**src/inc/error_encoder_pkg.sv**
```systemverilog
// Shared types and constants of the channel error-control encoder.
// Assumes a single clock domain; all users reference names by package scope.
package error_encoder_pkg;
  // Block geometry
  localparam int MAX_K1     = 288;
  localparam int LEN_W      = 9;
  localparam int IDX_W      = 10;
  localparam int CNT_W      = 11;
  localparam int CRC_LEN    = 16;
  localparam int TAIL_LEN   = 4;
  localparam int RM_K       = 14;
  localparam int FIFO_DEPTH = 4;
  // Cyclic code: low terms of X^16+X^12+X^5+1, register preset
  localparam logic [15:0] CRC_POLY   = 16'h1021;
  localparam logic [15:0] CRC_PRESET = 16'hFFFF;
  // Mother code taps as {D4,D3,D2,D1,D0}, generator one first
  localparam logic [3:0][4:0] GEN_TAPS = {5'h1B, 5'h17, 5'h1D, 5'h13};
  // Puncturing masks over the eight mother bits of one period
  localparam logic [7:0] MASK_2_3 = 8'h13;
  localparam logic [7:0] MASK_1_3 = 8'h77;
  // Index gap periods and fixed output length of the long rates
  localparam logic [6:0]       SKIP_292 = 7'h42;
  localparam logic [6:0]       SKIP_148 = 7'h24;
  localparam logic [CNT_W-1:0] K3_LONG  = 11'h1B0;
  // Parity rows of the shortened RM generator; row r belongs to info bit r+1
  localparam logic [RM_K-1:0][15:0] RM_ROWS_DEFAULT = '0;

  typedef enum logic [1:0] {
    CODE_NONE = 2'b00,
    CODE_CRC  = 2'b01,
    CODE_RM   = 2'b10
  } code_t;

  typedef enum logic [2:0] {
    RATE_UNCODED = 3'b000,
    RATE_2_3     = 3'b001,
    RATE_1_3     = 3'b010,
    RATE_292_432 = 3'b011,
    RATE_148_432 = 3'b100
  } rate_t;

  typedef enum logic [2:0] {
    KIND_CONTROL = 3'b000,
    KIND_BCAST   = 3'b001,
    KIND_SYNC    = 3'b010,
    KIND_HALF1   = 3'b011,
    KIND_HALF2   = 3'b100
  } kind_t;

  typedef enum logic [1:0] {
    ST_IDLE = 2'b00,
    ST_CRC  = 2'b01,
    ST_ENC  = 2'b10
  } state_t;

  typedef struct packed {
    code_t code;
    logic  tail_en;
    rate_t rate;
    kind_t kind;
  } cfg_t;

  // Bit b1(k) sits at data[k-1]
  typedef struct packed {
    cfg_t              cfg;
    logic [LEN_W-1:0]  len;
    logic [MAX_K1-1:0] data;
  } block_t;

  typedef struct packed {
    logic  value;
    logic  last;
    kind_t kind;
  } coded_bit_t;
endpackage

```
**src/hdl/coded_bit_fifo.sv**
```systemverilog
// Small flip-flop FIFO with valid/ready on both sides.
// Assumes one clock and a synchronous active-high reset.
`timescale 1ns/1ps
module coded_bit_fifo #(
  parameter int WIDTH = 5,
  parameter int DEPTH = 4
) (
  // Clock and reset
  input  wire logic             clk_in,
  input  wire logic             sys_rst_in,
  // Fill side
  input  wire logic             wr_valid_in,
  input  wire logic [WIDTH-1:0] wr_data_in,
  output logic                  wr_ready_out,
  // Drain side
  output logic                  rd_valid_out,
  output logic [WIDTH-1:0]      rd_data_out,
  input  wire logic             rd_ready_in
);
  localparam int PW = $clog2(DEPTH);

  logic [DEPTH-1:0][WIDTH-1:0] mem, next_mem;
  logic [PW-1:0]               wptr, next_wptr, rptr, next_rptr;
  logic [PW:0]                 count, next_count;
  logic                        push, pop;

  // Handshakes and read port
  assign wr_ready_out = (count != (PW+1)'(DEPTH));
  assign rd_valid_out = (count != '0);
  assign rd_data_out  = mem[rptr];
  assign push         = wr_valid_in && wr_ready_out;
  assign pop          = rd_valid_out && rd_ready_in;

  // Pointer and storage update
  always_comb begin
    next_mem   = mem;
    next_wptr  = wptr;
    next_rptr  = rptr;
    next_count = count;
    if (push) begin
      next_mem[wptr] = wr_data_in;
      next_wptr      = (wptr == PW'(DEPTH-1)) ? '0 : wptr + 1'b1;
    end
    if (pop) begin
      next_rptr = (rptr == PW'(DEPTH-1)) ? '0 : rptr + 1'b1;
    end
    if (push && !pop) begin
      next_count = count + 1'b1;
    end else if (pop && !push) begin
      next_count = count - 1'b1;
    end
  end

  always_ff @(posedge clk_in) begin
    if (sys_rst_in) begin
      mem   <= '0;
      wptr  <= '0;
      rptr  <= '0;
      count <= '0;
    end else begin
      mem   <= next_mem;
      wptr  <= next_wptr;
      rptr  <= next_rptr;
      count <= next_count;
    end
  end
endmodule

```
**src/hdl/channel_error_encoder.sv**
```systemverilog
// Transmit error-control encoder for one logical channel: block code,
// tail, mother convolutional code and puncturing, bit-serial output.
// Assumes the source holds a whole block on its input while valid and
// that interleaving and scrambling follow downstream.
//
// Overview of operation
// - Per-block configuration picks code, tail, rate
// - Block code, then convolutional code, fixed order
// - Optional zero tail after block-encoded bits
// - Each block encoded alone, no carried state
// - Output tagged with one of five kinds
// - Rate one-quarter mother code, then puncturing
// - Four bits per input, register cleared per block
// - Four fixed generator polynomials, modulo-two sums
// - Period of eight mother bits, t coefficients
// - Rate 2/3 keeps positions 1, 2, 5
// - Rate 1/3 keeps positions 1,2,3,5,6,7
// - Rate 292/432 skips every 66th index
// - Rate 148/432 skips every 36th index
// - Systematic (30,14) RM code via generator
// - First information bit is highest-degree coefficient
// - Preset remainder, then inverted sixteen parity bits
// - Information bits, then parity f(15) down to f(0)
`timescale 1ns/1ps
module channel_error_encoder #(
  parameter logic [error_encoder_pkg::RM_K-1:0][15:0] RM_ROWS =
    error_encoder_pkg::RM_ROWS_DEFAULT
) (
  // Clock and reset
  input  wire logic                          clk_in,
  input  wire logic                          sys_rst_in,
  // Type-1 block from the MAC source
  input  wire logic                          blk_valid_in,
  input  wire error_encoder_pkg::block_t     blk_in,
  output logic                               blk_ready_out,
  // Coded bit stream toward the interleaver
  output logic                               bit_valid_out,
  output error_encoder_pkg::coded_bit_t      bit_out,
  input  wire logic                          bit_ready_in,
  // Status
  output logic                               busy_out
);
  localparam int IW = error_encoder_pkg::IDX_W;
  localparam int CW = error_encoder_pkg::CNT_W;

  error_encoder_pkg::state_t     state, next_state;
  error_encoder_pkg::block_t     blk, next_blk;
  logic [15:0]                   crc, next_crc;
  logic [3:0]                    sr, next_sr;
  logic [IW-1:0]                 k2, next_k2;
  logic [1:0]                    g, next_g;
  logic [CW-1:0]                 nout, next_nout;
  logic [6:0]                    skip_cnt, next_skip_cnt;

  logic [IW-1:0]                 k1, k2_len;
  logic [CW-1:0]                 k3_len;
  logic [7:0]                    mask;
  logic [6:0]                    period;
  logic                          coded, cur, mbit, sel, skip, emit;
  logic                          push_ready;
  error_encoder_pkg::coded_bit_t push_data;

  // RM parity as a sum of selected generator rows
  function automatic logic [15:0] rm_parity(input logic [error_encoder_pkg::RM_K-1:0] info);
    logic [15:0] acc;
    acc = '0;
    for (int r = 0; r < error_encoder_pkg::RM_K; r++) begin
      if (info[r]) begin
        acc = acc ^ RM_ROWS[r];
      end
    end
    return acc;
  endfunction

  // Type-2 bit number idx+1: info, parity, then tail zeros
  function automatic logic type2_bit(input error_encoder_pkg::block_t b,
                                     input logic [IW-1:0] idx,
                                     input logic [IW-1:0] klen,
                                     input logic [15:0] rem);
    logic [IW-1:0] pofs;
    logic [3:0]    pidx;
    logic [15:0]   rm;
    pofs = idx - klen;
    pidx = 4'hF - pofs[3:0];
    rm   = rm_parity(b.data[error_encoder_pkg::RM_K-1:0]);
    if (idx < klen) begin
      return b.data[idx[8:0]];
    end else if (pofs < IW'(16) && b.cfg.code == error_encoder_pkg::CODE_CRC) begin
      return ~rem[pidx];
    end else if (pofs < IW'(16) && b.cfg.code == error_encoder_pkg::CODE_RM) begin
      return rm[pidx];
    end
    return 1'b0;
  endfunction

  // Lengths derived from the held block configuration
  always_comb begin
    k1 = (blk.cfg.code == error_encoder_pkg::CODE_RM) ?
         IW'(error_encoder_pkg::RM_K) : IW'(blk.len);
    k2_len = k1;
    if (blk.cfg.code != error_encoder_pkg::CODE_NONE) begin
      k2_len = k2_len + IW'(error_encoder_pkg::CRC_LEN);
    end
    if (blk.cfg.tail_en) begin
      k2_len = k2_len + IW'(error_encoder_pkg::TAIL_LEN);
    end
    mask   = 8'h01;
    period = '0;
    k3_len = CW'(k2_len);
    case (blk.cfg.rate)
      error_encoder_pkg::RATE_2_3: begin
        mask   = error_encoder_pkg::MASK_2_3;
        k3_len = CW'((CW'(k2_len) * CW'(3)) >> 1);
      end
      error_encoder_pkg::RATE_1_3: begin
        mask   = error_encoder_pkg::MASK_1_3;
        k3_len = CW'(k2_len) * CW'(3);
      end
      error_encoder_pkg::RATE_292_432: begin
        mask   = error_encoder_pkg::MASK_2_3;
        period = error_encoder_pkg::SKIP_292;
        k3_len = error_encoder_pkg::K3_LONG;
      end
      error_encoder_pkg::RATE_148_432: begin
        mask   = error_encoder_pkg::MASK_1_3;
        period = error_encoder_pkg::SKIP_148;
        k3_len = error_encoder_pkg::K3_LONG;
      end
      default: begin
        mask   = 8'h01;
        period = '0;
      end
    endcase
  end

  // Mother code bit, puncturing selection and index gaps
  always_comb begin
    coded = (blk.cfg.rate != error_encoder_pkg::RATE_UNCODED);
    cur   = type2_bit(blk, k2, k1, crc);
    mbit  = coded ? ^(error_encoder_pkg::GEN_TAPS[g] & {sr, cur}) : cur;
    sel   = coded ? mask[{k2[0], g}] : 1'b1;
    skip  = sel && (period != '0) && (skip_cnt == period);
    emit  = (state == error_encoder_pkg::ST_ENC) && sel && !skip;
  end

  // Output word pushed into the FIFO
  always_comb begin
    push_data.value = mbit;
    push_data.last  = (nout == k3_len - 1'b1);
    push_data.kind  = blk.cfg.kind;
  end

  // Sequencer: accept, cyclic remainder pass, serial encode
  always_comb begin
    next_state    = state;
    next_blk      = blk;
    next_crc      = crc;
    next_sr       = sr;
    next_k2       = k2;
    next_g        = g;
    next_nout     = nout;
    next_skip_cnt = skip_cnt;
    case (state)
      error_encoder_pkg::ST_IDLE: begin
        if (blk_valid_in) begin
          next_blk      = blk_in;
          next_crc      = error_encoder_pkg::CRC_PRESET;
          next_sr       = '0;
          next_k2       = '0;
          next_g        = '0;
          next_nout     = '0;
          next_skip_cnt = 7'h01;
          next_state    = (blk_in.cfg.code == error_encoder_pkg::CODE_CRC) ?
                          error_encoder_pkg::ST_CRC : error_encoder_pkg::ST_ENC;
        end
      end
      error_encoder_pkg::ST_CRC: begin
        if (k2 == k1) begin
          next_k2    = '0;
          next_state = error_encoder_pkg::ST_ENC;
        end else begin
          next_crc = {crc[14:0], 1'b0} ^
                     ((crc[15] ^ blk.data[k2[8:0]]) ?
                      error_encoder_pkg::CRC_POLY : 16'h0000);
          next_k2  = k2 + 1'b1;
        end
      end
      error_encoder_pkg::ST_ENC: begin
        if (!emit || push_ready) begin
          if (sel && period != '0) begin
            next_skip_cnt = (skip_cnt == period) ? 7'h01 : skip_cnt + 1'b1;
          end
          if (coded && g != 2'h3) begin
            next_g = g + 1'b1;
          end else begin
            next_g  = '0;
            next_k2 = k2 + 1'b1;
            next_sr = {sr[2:0], cur};
          end
          if (emit) begin
            next_nout = nout + 1'b1;
          end
          if ((emit && push_data.last) ||
              (next_k2 == k2_len && next_g == '0)) begin
            next_state = error_encoder_pkg::ST_IDLE;
          end
        end
      end
      default: begin
        next_state = error_encoder_pkg::ST_IDLE;
      end
    endcase
  end

  // Sequencer registers
  always_ff @(posedge clk_in) begin
    if (sys_rst_in) begin
      state    <= error_encoder_pkg::ST_IDLE;
      blk      <= '0;
      crc      <= error_encoder_pkg::CRC_PRESET;
      sr       <= '0;
      k2       <= '0;
      g        <= '0;
      nout     <= '0;
      skip_cnt <= 7'h01;
    end else begin
      state    <= next_state;
      blk      <= next_blk;
      crc      <= next_crc;
      sr       <= next_sr;
      k2       <= next_k2;
      g        <= next_g;
      nout     <= next_nout;
      skip_cnt <= next_skip_cnt;
    end
  end

  // Handshake and status outputs
  assign blk_ready_out = (state == error_encoder_pkg::ST_IDLE);
  assign busy_out      = (state != error_encoder_pkg::ST_IDLE);

  // Output buffer; a stalled consumer stalls the encoder
  coded_bit_fifo #(
    .WIDTH ($bits(error_encoder_pkg::coded_bit_t)),
    .DEPTH (error_encoder_pkg::FIFO_DEPTH)
  ) u_fifo (
    .clk_in       (clk_in),
    .sys_rst_in   (sys_rst_in),
    .wr_valid_in  (emit),
    .wr_data_in   (push_data),
    .wr_ready_out (push_ready),
    .rd_valid_out (bit_valid_out),
    .rd_data_out  (bit_out),
    .rd_ready_in  (bit_ready_in)
  );
endmodule

```
**config.mk**
```make
export PLATFORM = sky130hd
export DESIGN_NAME = channel_error_encoder
export DESIGN_NICKNAME = d
export VERILOG_FILES = /design/src/inc/error_encoder_pkg.sv /design/src/hdl/coded_bit_fifo.sv /design/src/hdl/channel_error_encoder.sv
export SDC_FILE = /design/constraint.sdc
export NUM_CORES = 1
export LEC_CHECK = 0
export BUFFER_PORTS_ARGS = -buffer_cell sky130_fd_sc_hd__buf_2
export CAP_MARGIN = 10
export CORE_AREA = 2 2 197 199
export CTS_CLUSTER_DIAMETER = 60
export CTS_CLUSTER_SIZE = 25
export DETAILED_ROUTE_END_ITERATION = 8
export DIE_AREA = 0 0 199 201
export PLACE_DENSITY = 0.73
export SLEW_MARGIN = 15
export SYNTH_ARGS = -nofsm -noshare
export SYNTH_HDL_FRONTEND = slang
export SYNTH_HIERARCHICAL = 1
export SYNTH_SLANG_ARGS = --single-unit
```
**constraint.sdc**
```tcl
create_clock -name clk_in -period 4.64 [get_ports clk_in]
set_clock_uncertainty 0.1 [all_clocks]
set_input_delay 0.696 -clock clk_in [delete_from_list [all_inputs] [get_ports clk_in]]
set_output_delay 0.696 -clock clk_in [all_outputs]
set_load 0.02 [all_outputs]
```
Word level (Yosys, flattened, before mapping)
Memories as Yosys holds them, arrays and structs flattened.
Index checks and enable logic that the tools add are counted.

operators by class
  multiplexer cells = 69
  reduce and logical (&&, ||, !) cells = 43
  bitwise gates (word level) = 4
  $lt $le $gt $ge = 9
  multipliers = 1
  equal/unequal tests = 25
  $add $sub $neg = 13

operator list
  operator               number
  $mux 10                8
  $pmux 7 s2             3
  $mux 11                3
  $pmux 11 s3            1
  $mux 16                2
  $pmux 16 s2            1
  $pmux 10 s3            1
  $mux 7                 4
  $mux 2                 12
  $pmux 11 s2            1
  $bmux 5 s2             2
  $bwmux 20              1
  $reduce_and 4->1       4
  $xor 16x13->16         1
  $mux 5                 3
  $logic_and 1x1->1      14
  $mux 1                 13
  $mux 13                1
  $mux 4                 3
  $ne 2x2->1 const B     6
  $add 11x1->11 const B  1
  $eq 11x11->1           1
  $mul 10x2->11 const B  1
  $sub 11x1->11 const B  1
  48 further kinds       76

storage, ports and cells
  memory bits (read-only) = 16
  memories = 1
  output and inout port bits = 8
  flip-flop bits (word level) = 385
  word-level logic and storage cells = 185
  input port bits = 310

memories
  memory            words  width  read ports  clocked after memory_dff  write ports  RTL line                     source
  (name not given)  16     1      1           0                         0            channel_error_encoder.sv:91  return rm[pidx];

Longest topological paths before layout
Gate-level depths: netlist of run 1.

  depth after elaboration = 20
  gate-level depth with buffers = 21
  gate-level depth less buffers = 19

Cells and area by module
Netlist of run 1, hierarchy kept.

modules (own cells, without submodules)
  module                 cells an instance  area each (um2)  times used
  channel_error_encoder  2137               17723.2          1
  coded_bit_fifo         122                1360.1           1

Least setup slack after synthesis of run 1
No wires, ideal clock.

  path kind = reg-to-reg
  start = register blk[304] (netlist name)
  end = register state[0]
  buffers on the path = 3
  cell stages (with the launch flop) = 21
  data required time = 4.439 ns
  setup time = 0.101 ns
  path slack = -0.440 ns
  arrival time = 4.879 ns
  cells stage by stage = dfxtp_1 -> clkbuf_1 -> nand2b_1 -> buf_2 -> nand2b_1 -> ha_1 -> a31oi_1 -> nor3_1 -> nor3_1 -> ha_1 -> clkbuf_1 -> o2111a_1 -> or4_1 -> o221ai_1 -> and3_1 -> nand3_1 -> or4b_1 -> a211oi_1 -> o2111a_1 -> nor2_1 -> o41ai_1

between the ends
  longest elaborated chain between the ends = 14
  elaborated cells on any way between the ends = 19
  those cells by class = add/sub (3); mul (1); eq/ne (6); mux (4); reduce/logical (5)

ends and longest elaborated chain
  element                              RTL line                                                    source
  start: declaration                   channel_error_encoder.sv:47                                 error_encoder_pkg::block_t blk, next_blk;
  start signal: assignment             channel_error_encoder.sv:228                                blk <= next_blk;
  $eq 2x2->1                           channel_error_encoder.sv:98                                 k1 = (blk.cfg.code == error_encoder_pkg::CODE_RM) ?
  $mux 9                               channel_error_encoder.sv:98
  $add 9x5->10                         channel_error_encoder.sv:102                                k2_len = k2_len + IW'(error_encoder_pkg::CRC_LEN);
  $mux 10                              channel_error_encoder.sv:101                                if (blk.cfg.code != error_encoder_pkg::CODE_NONE) begin
  $add 10x3->10                        channel_error_encoder.sv:105                                k2_len = k2_len + IW'(error_encoder_pkg::TAIL_LEN);
  $mux 10                              channel_error_encoder.sv:104                                if (blk.cfg.tail_en) begin
  $mul 10x2->11                        channel_error_encoder.sv:113, channel_error_encoder.sv:117
  $pmux 11 s3                          channel_error_encoder.sv:110                                case (blk.cfg.rate)
  $sub 11x1->11                        channel_error_encoder.sv:149                                push_data.last = (nout == k3_len - 1'b1);
  $eq 11x11->1                         channel_error_encoder.sv:149
  $logic_and 1x1->1                    channel_error_encoder.sv:203                                if ((emit && push_data.last) ||
  $logic_or 1x1->1                     channel_error_encoder.sv:203
  $ne 2x1->1 (no source line)          --
  $reduce_and 4->1 (no source line) *  --
  end signal: assignment               channel_error_encoder.sv:218                                state <= error_encoder_pkg::ST_IDLE;
  end signal: assignment               channel_error_encoder.sv:227                                state <= next_state;
  end: declaration                     channel_error_encoder.sv:46                                 error_encoder_pkg::state_t state, next_state;

Every way passes the cells marked *; elsewhere a longest branch is shown, timed or not.
A chain may end at the register's enable or synchronous reset.

Worst setup path after layout of run 1
  start = register blk[305] (netlist name)
  end = register state[0]

The elaborated chain is that of the path after synthesis.

==> results of run 1 <==
how the worst max path moves through the flow:
| stage | from | end | slack (ns) | cells after the start |
|---|---|---|---|---|
| after global placement | blk[304] | state[0] | 0.07 | 18 |
| after global routing | blk[304] | state[0] | -0.14 | 18 |
| final | blk[305] | state[0] | 0.08 | 17 |
| after CTS | blk[305] | state[0] | 0.006 | 20 |
| after floorplan | blk[304] | state[0] | 0.04 | 21 |
| after detailed placement | blk[304] | state[0] | -0.1 | 20 |
per-layer routing:
metal | vias to the layer above | global-route usage | part of all wire
li1 | 8316 | - | -
met1 | 8088 | 0.355 | 0.42
met2 | 555 | 0.437 | 0.48
met3 | 117 | 0.0447 | 0.063
met4 | 2 | 0.115 | 0.037
met5 | - | 0 | 0.00024
cells in the mapped netlist, drive strengths merged, types with 5 or more instances:
cell and number:
xor2 23, nand3b 18, nand2b 49, nand2 671, a21oi 355, a211oi 8
xnor2 35, ha 34, nor3 24, o22ai 5, or2 7, a22oi 8
clkbuf 145, a21o 11, nor2b 10, and3 15, mux2i 28, and2 11
nand3 28, a31oi 12, o21ai 43, o31ai 6, nor2 63, nand4 11
mux4 104, dfxtp 385, o211ai 7, inv 27, or3 9, buf 28
timing repair:
item | in CTS | in global routing
setup buffers | 1 | 7
pin swaps | 2 | 14
gates resized for setup | 2 | 28
endpoints found under the setup margin | 2 | 6
cells by family (layout without fill, tap and decap cells):
family | count (synthesis) | in the layout | synth area share
AO/OA/AOI/OAI | 502 | 502 | 0.148
buffers and inverters | 200 | 469 | 0.0414
AND/OR/NAND/NOR | 940 | 940 | 0.213
multiplexers | 136 | 136 | 0.140
flip-flops | 385 | 385 | 0.404
adder cells (fa/ha/maj) | 38 | 38 | 0.0260
other | 0 | 9 | 0
XOR/XNOR | 58 | 58 | 0.0266
flip-flops by register name, summed over array words and instances, names as in the netlist:
signal	cells
sr	4
u_fifo/wptr	2
blk	306
k2	10
skip_cnt	7
crc	16
u_fifo/count	3
nout	11
u_fifo/mem	20
state	2
g	2
u_fifo/rptr	2
area by class of cell:
class | instances | area share
Multi-Input combinational cell | 1674 | 0.473
Sequential cell | 385 | 0.338
Timing Repair Buffer | 378 | 0.0946
Clock buffer | 37 | 0.0401
Tap cell | 518 | 0.0284
Clock inverter | 27 | 0.0203
Inverter | 27 | 0.00444
Antenna cell | 9 | 0.000987
metrics by stage:
stage	instance area (sq um)	hold slack (ns)	utilization	setup slack, ns
2_1_floorplan	19200	0.331	-	0.0357
3_3_place_gp	21200	0.339	0.557	0.0692
3_5_place_dp	21200	0.343	0.557	-0.0951
4_1_cts	22600	0.225	0.593	0.00588
5_1_grt	22800	0.241	0.599	-0.140
6_report	22800	0.246	0.599	0.0778
where the power goes:
| part | total [W] | internal, W | switching, W |
|---|---|---|---|
| registers | 0.00406 | 0.00377 | 0.000287 |
| clock network | 0.00339 | 0.00184 | 0.00155 |
| logic | 0.00376 | 0.00148 | 0.00228 |
| total | 0.0112 | 0.00710 | 0.00412 |
worst max-delay path: cells and delay by family (launching register included):
kind | cells | cell delay (ns)
XOR/XNOR | 1 | 0.14
multiplexers | 1 | 0.31
AND/OR/NAND/NOR | 6 | 1.81
adder cells (fa/ha/maj) | 1 | 0.36
buffers and inverters | 2 | 0.28
AO/OA/AOI/OAI | 6 | 1.17
flip-flops | 1 | 0.32
==> metrics, run 1 <==
Min-Delay Startpoint=blk_in[48]; Die ar.=40,000 sq um; post-synthesis sequential area ratio=0.404; power consumption=around 0.011 W; starting density of the core=0.501; via count=~17,000; wire length of the first global-routing pass=approximately 86,000 microns; Avg Synthesized Cell Area=8.45 sq um; summed instance area of the synthesized netlist=~19,000 sq um; worst r2r path cells=17; FF/Latch Area=slightly below 8000 sq um; Critical R2R Launch=blk[305]; net total in the final layout=around 2,800; via density per instance=5.59; Largest stage delay, worst path=0.53 ns; sink count of the clock tree=about 390; number of failing hold endpoints at the final stage=0; setup repair after global routing missed its margin=yes; Placeable Area=38,100 sq um; clock latency on the worst-skew pair=approximately 0.57 ns; class of the tightest hold or removal check=primary input to flop; all-layer global routing usage=0.269; fraction of final layout cells with drive strength greater than 1=0.237; post-placement cell count=a little under 3,000; Max Cap Violations=0; ranking of synthesized cells by area=sky130_fd_sc_hd__dfxtp_1, sky130_fd_sc_hd__nand2_1, sky130_fd_sc_hd__mux4_2; minimum clock period=4.56 ns; cell type with the largest total area after synthesis=sky130_fd_sc_hd__dfxtp_1; Slew headroom=0.218; routability congestion estimate from global placement=0.896; initial antenna violation count=9; internal reg-to-reg setup slack=roughly 0.078 ns; Iter 0 DRT Violations=between 1,000 and 1,500; synthesized net count=2,606; I/O pin cnt=between 300 and 400; most common cell after layout, fill and taps aside=sky130_fd_sc_hd__nand2_1; post-route setup TNS=0 ns; Yosys reg bits=about 390; primary flip-flop cell chosen by synthesis mapping=sky130_fd_sc_hd__dfxtp_1; Longest Clk Path Bufs=3; area taken by multi-input logic gates=~11,000 sq um; status=completed; CTS buffer count=35; Clk Tree Root Cell=sky130_fd_sc_hd__clkbuf_16; htree depth=2; final-report setup violation count=0; FILL cells=roughly 3,400; pin count of the biggest net entering global routing=between 200 and 300; cell area power density=~500 nW/um^2; top cell type's share of synthesized area=0.404; vias in the first global route=16,800; Antenna Nets Post-Route=0; Cells on Worst Hold Path=3; hold buffers post-CTS=0; required arrival time at the worst endpoint=about 5.0 ns; non-filler cells, final=~3,000; routed length per placed instance=17.7 microns; die span in y=~200 microns; cell repeated most along the worst path=sky130_fd_sc_hd__or4_4; Max stage delay cell, worst path=sky130_fd_sc_hd__or4_4; area added between synthesis and finish=19.6%; total count of max-transition violations in the final report=0; highest clock rate=around 220 MHz; Row Count=72; number of warnings issued by yosys=6; clock tree from TritonCTS=built; remaining design rule violation count=0; Clock transition at path regs=about 0.1 ns; Leakage Power=8.94 nW; critical path fanouts, max=6; cells after synthesis=2,259; number of flops mapped to enable cells by yosys=0; share of flip-flops with an asynchronous set or reset after synthesis=0; critical path class=flop to flop; Post-DP HPWL=around 38,000 microns; remaining global-route overflow=0; die extent in x=199 microns; Port Buffers=roughly 320; distinct cell type count after synthesis=between 80 and 90; kind of end point of the critical path=flop; number of optimization iterations in the first detailed-route pass=5; VDD IR max=roughly 0.42 mV; top library cells by usage in the layout, fill and taps aside=sky130_fd_sc_hd__nand2_1, sky130_fd_sc_hd__dfxtp_1, sky130_fd_sc_hd__a21oi_1, sky130_fd_sc_hd__buf_2, sky130_fd_sc_hd__mux4_2; transition at the pin with the smallest max-transition slack=1.17 ns; crit start category=flop; cell breakdown of the critical path=buf_6, mux2_1, a21oi_2, xor2_4, ha_1, buf_4, or3b_1, o21ai_1, or4_4, a221oi_4, nand4_1, nor4_2, or3_1, a31oi_2, o2111a_2, or4_4, o41ai_2; worst endpoint data arrival time=a little under 5 ns; final period utilization=0.983; Hold EP=blk[48]; DRT Wirelength=about 54,000 microns; reg-to-reg endpoint=state[0]
Power figures use the tool's default switching activity.
==> run 2, diff against run 1 <==
--- a/config.mk
+++ b/config.mk
@@ -5,14 +5,15 @@
 export SDC_FILE = /design/constraint.sdc
 export NUM_CORES = 1
 export LEC_CHECK = 0
+export ABC_AREA = 1
 export BUFFER_PORTS_ARGS = -buffer_cell sky130_fd_sc_hd__buf_2
 export CAP_MARGIN = 10
-export CORE_AREA = 2 2 197 199
+export CORE_AREA = 2 2 198 200
 export CTS_CLUSTER_DIAMETER = 60
 export CTS_CLUSTER_SIZE = 25
 export DETAILED_ROUTE_END_ITERATION = 8
-export DIE_AREA = 0 0 199 201
-export PLACE_DENSITY = 0.73
+export DIE_AREA = 0 0 200 202
+export PLACE_DENSITY = 0.74
 export SLEW_MARGIN = 15
 export SYNTH_ARGS = -nofsm -noshare
 export SYNTH_HDL_FRONTEND = slang
==> metrics, run 2 <==
status=completed; Iter 0 DRT Violations=between 1,000 and 1,500; Yosys reg bits=between 300 and 400; Longest Clk Path Bufs=3; transition at the pin with the smallest max-transition slack=~1.1 ns; clock latency on the worst-skew pair=roughly 0.56 ns; setup repair after global routing missed its margin=no; most common cell after layout, fill and taps aside=sky130_fd_sc_hd__nor2_1; worst endpoint data arrival time=about 4.5 ns; final period utilization=0.893; htree depth=2; via count=slightly above 20,000; VDD IR max=between 0.3 and 0.4 mV; class of the tightest hold or removal check=primary input to flop; vias in the first global route=19,200; share of flip-flops with an asynchronous set or reset after synthesis=0; FILL cells=between 3,000 and 4,000; crit start category=flop; cell repeated most along the worst path=sky130_fd_sc_hd__nand2_1; area added between synthesis and finish=14.3%; distinct cell type count after synthesis=slightly above 50; total count of max-transition violations in the final report=0; pin count of the biggest net entering global routing=about 170; Hold Slack=between 0.2 and 0.3 ns; Port Buffers=about 320; number of setup buffers added after CTS=0; remaining global-route overflow=0; required arrival time at the worst endpoint=5.00 ns; most frequent cells after synthesis=sky130_fd_sc_hd__nor2_1, sky130_fd_sc_hd__o21ai_0, sky130_fd_sc_hd__dfxtp_1; Row Count=between 70 and 80; ranking of synthesized cells by area=sky130_fd_sc_hd__dfxtp_1, sky130_fd_sc_hd__nor2_1, sky130_fd_sc_hd__o21ai_0; Placed Area=21,500 sq um; initial antenna violation count=2; cells after synthesis=2,969; number of failing hold endpoints at the final stage=0; post-placement cell count=3,638; FF/Latch Area=7710 sq um; non-filler cells, final=roughly 3,700; starting density of the core=0.516; Worst Path Buf+Inv=5; post-synthesis sequential area ratio=0.390; routed length per placed instance=about 16 microns; sink count of the clock tree=385; die extent in x=~200 microns; CTS buffer count=34; final-report setup violation count=0; number of gates resized after cts=0; Reg with most FFs=blk; critical path class=flop to flop; Antenna Nets Post-Route=0; kind of end point of the critical path=flop; Max Cap Violations=0; Die ar.=between 40,000 and 50,000 sq um; routability congestion estimate from global placement=around 0.94; critical path's top delay family=simple AND/OR/NAND/NOR gates; wire length of the first global-routing pass=just under 100,000 microns; synthesized net count=between 3,000 and 4,000; number of flops mapped to enable cells by yosys=0; Max stage delay cell, worst path=sky130_fd_sc_hd__ha_1; largest registers ranked by flip-flop count=blk (306), u_fifo/mem (20), crc (16); Clk Tree Root Cell=sky130_fd_sc_hd__clkbuf_16; internal reg-to-reg setup slack=roughly 0.50 ns; remaining design rule violation count=0; Placeable Area=38,300 sq um; number of warnings issued by yosys=6; Largest stage delay, worst path=0.36 ns; area taken by multi-input logic gates=between 10,000 and 15,000 sq um; number of optimization iterations in the first detailed-route pass=5; summed instance area of the synthesized netlist=between 15,000 and 20,000 sq um; DRT Wirelength=60,500 microns; cell type with the largest total area after synthesis=sky130_fd_sc_hd__dfxtp_1; Post-DP HPWL=a little over 40,000 microns; critical path fanouts, max=11; Clock transition at path regs=about 0.080 ns; net total in the final layout=3,503; clock tree from TritonCTS=built; top cell type's share of synthesized area=0.390; Leakage Power=around 9.9 nW; max FFs per register=between 300 and 400; die span in y=between 200 and 250 microns; Avg Synthesized Cell Area=between 6 and 7 sq um; Slew headroom=0.287; fraction of final layout cells with drive strength greater than 1=0.150; top library cells by usage in the layout, fill and taps aside=sky130_fd_sc_hd__nor2_1, sky130_fd_sc_hd__o21ai_0, sky130_fd_sc_hd__dfxtp_1, sky130_fd_sc_hd__buf_2, sky130_fd_sc_hd__nand2_1; hold buffers post-CTS=0; most instantiated library cell after synthesis=sky130_fd_sc_hd__nor2_1; power consumption=0.0153 W; via density per instance=5.54; cell area power density=678 nW/um^2; all-layer global routing usage=0.296; final standard cell area without fillers=between 20,000 and 25,000 sq um; highest clock rate=roughly 240 MHz; I/O pin cnt=around 320; minimum clock period=approximately 4.1 ns; primary flip-flop cell chosen by synthesis mapping=sky130_fd_sc_hd__dfxtp_1; post-route setup TNS=0 ns
[run 2: logic make-up after synthesis]
family                   Yosys count  synth area share
buffers and inverters            379            0.0761
AO/OA/AOI/OAI                    743             0.208
adder cells (fa/ha/maj)           37            0.0246
flip-flops                       385             0.390
XOR/XNOR                          25            0.0111
AND/OR/NAND/NOR                 1400             0.290
[run 2: tightest hold or removal path, cell delays in order]
cell and delay, ns:
sky130_fd_sc_hd__buf_2 0.07, sky130_fd_sc_hd__o21ai_0 0.07, sky130_fd_sc_hd__nor2_1 0.08
[run 2: final timing paths]
kind / startpoint / end / cells after the start
min: blk_in[234] / blk[234] / 3
min reg2reg: blk[291] / blk[291] / 2
max: blk[304] / u_fifo/mem[13] / 31
max reg2reg: blk[304] / u_fifo/mem[13] / 31
[run 2: through the flow]
stage / util / worst slack, ns
6_report: 0.590 / 0.496
5_1_grt: 0.590 / 0.0644
4_1_cts: 0.590 / 0.541
3_5_place_dp: 0.560 / 0.570
3_3_place_gp: 0.560 / 0.696
2_1_floorplan: - / 1.19
[run 2: power by group]
part           internal [W]  switching, W  total, W
Clock               0.00146       0.00142   0.00288
Sequential          0.00415      0.000558   0.00471
Combinational       0.00248       0.00525   0.00774
[run 2: metal layers]
metal,track usage,vias up,share of wire
met1,0.384,9488,0.43
met4,0.127,0,0.044
met5,0,-,0
met2,0.497,707,0.47
met3,0.0319,133,0.058
li1,-,10200,-
[run 2: final cells by class]
cell class,instances,area share
Clock inverter,25,0.0112
Sequential cell,385,0.341
Tap cell,518,0.0287
Antenna cell,2,0.000222
Multi-Input combinational cell,2205,0.468
Timing Repair Buffer,337,0.0791
Clock buffer,36,0.0389
Inverter,193,0.0328
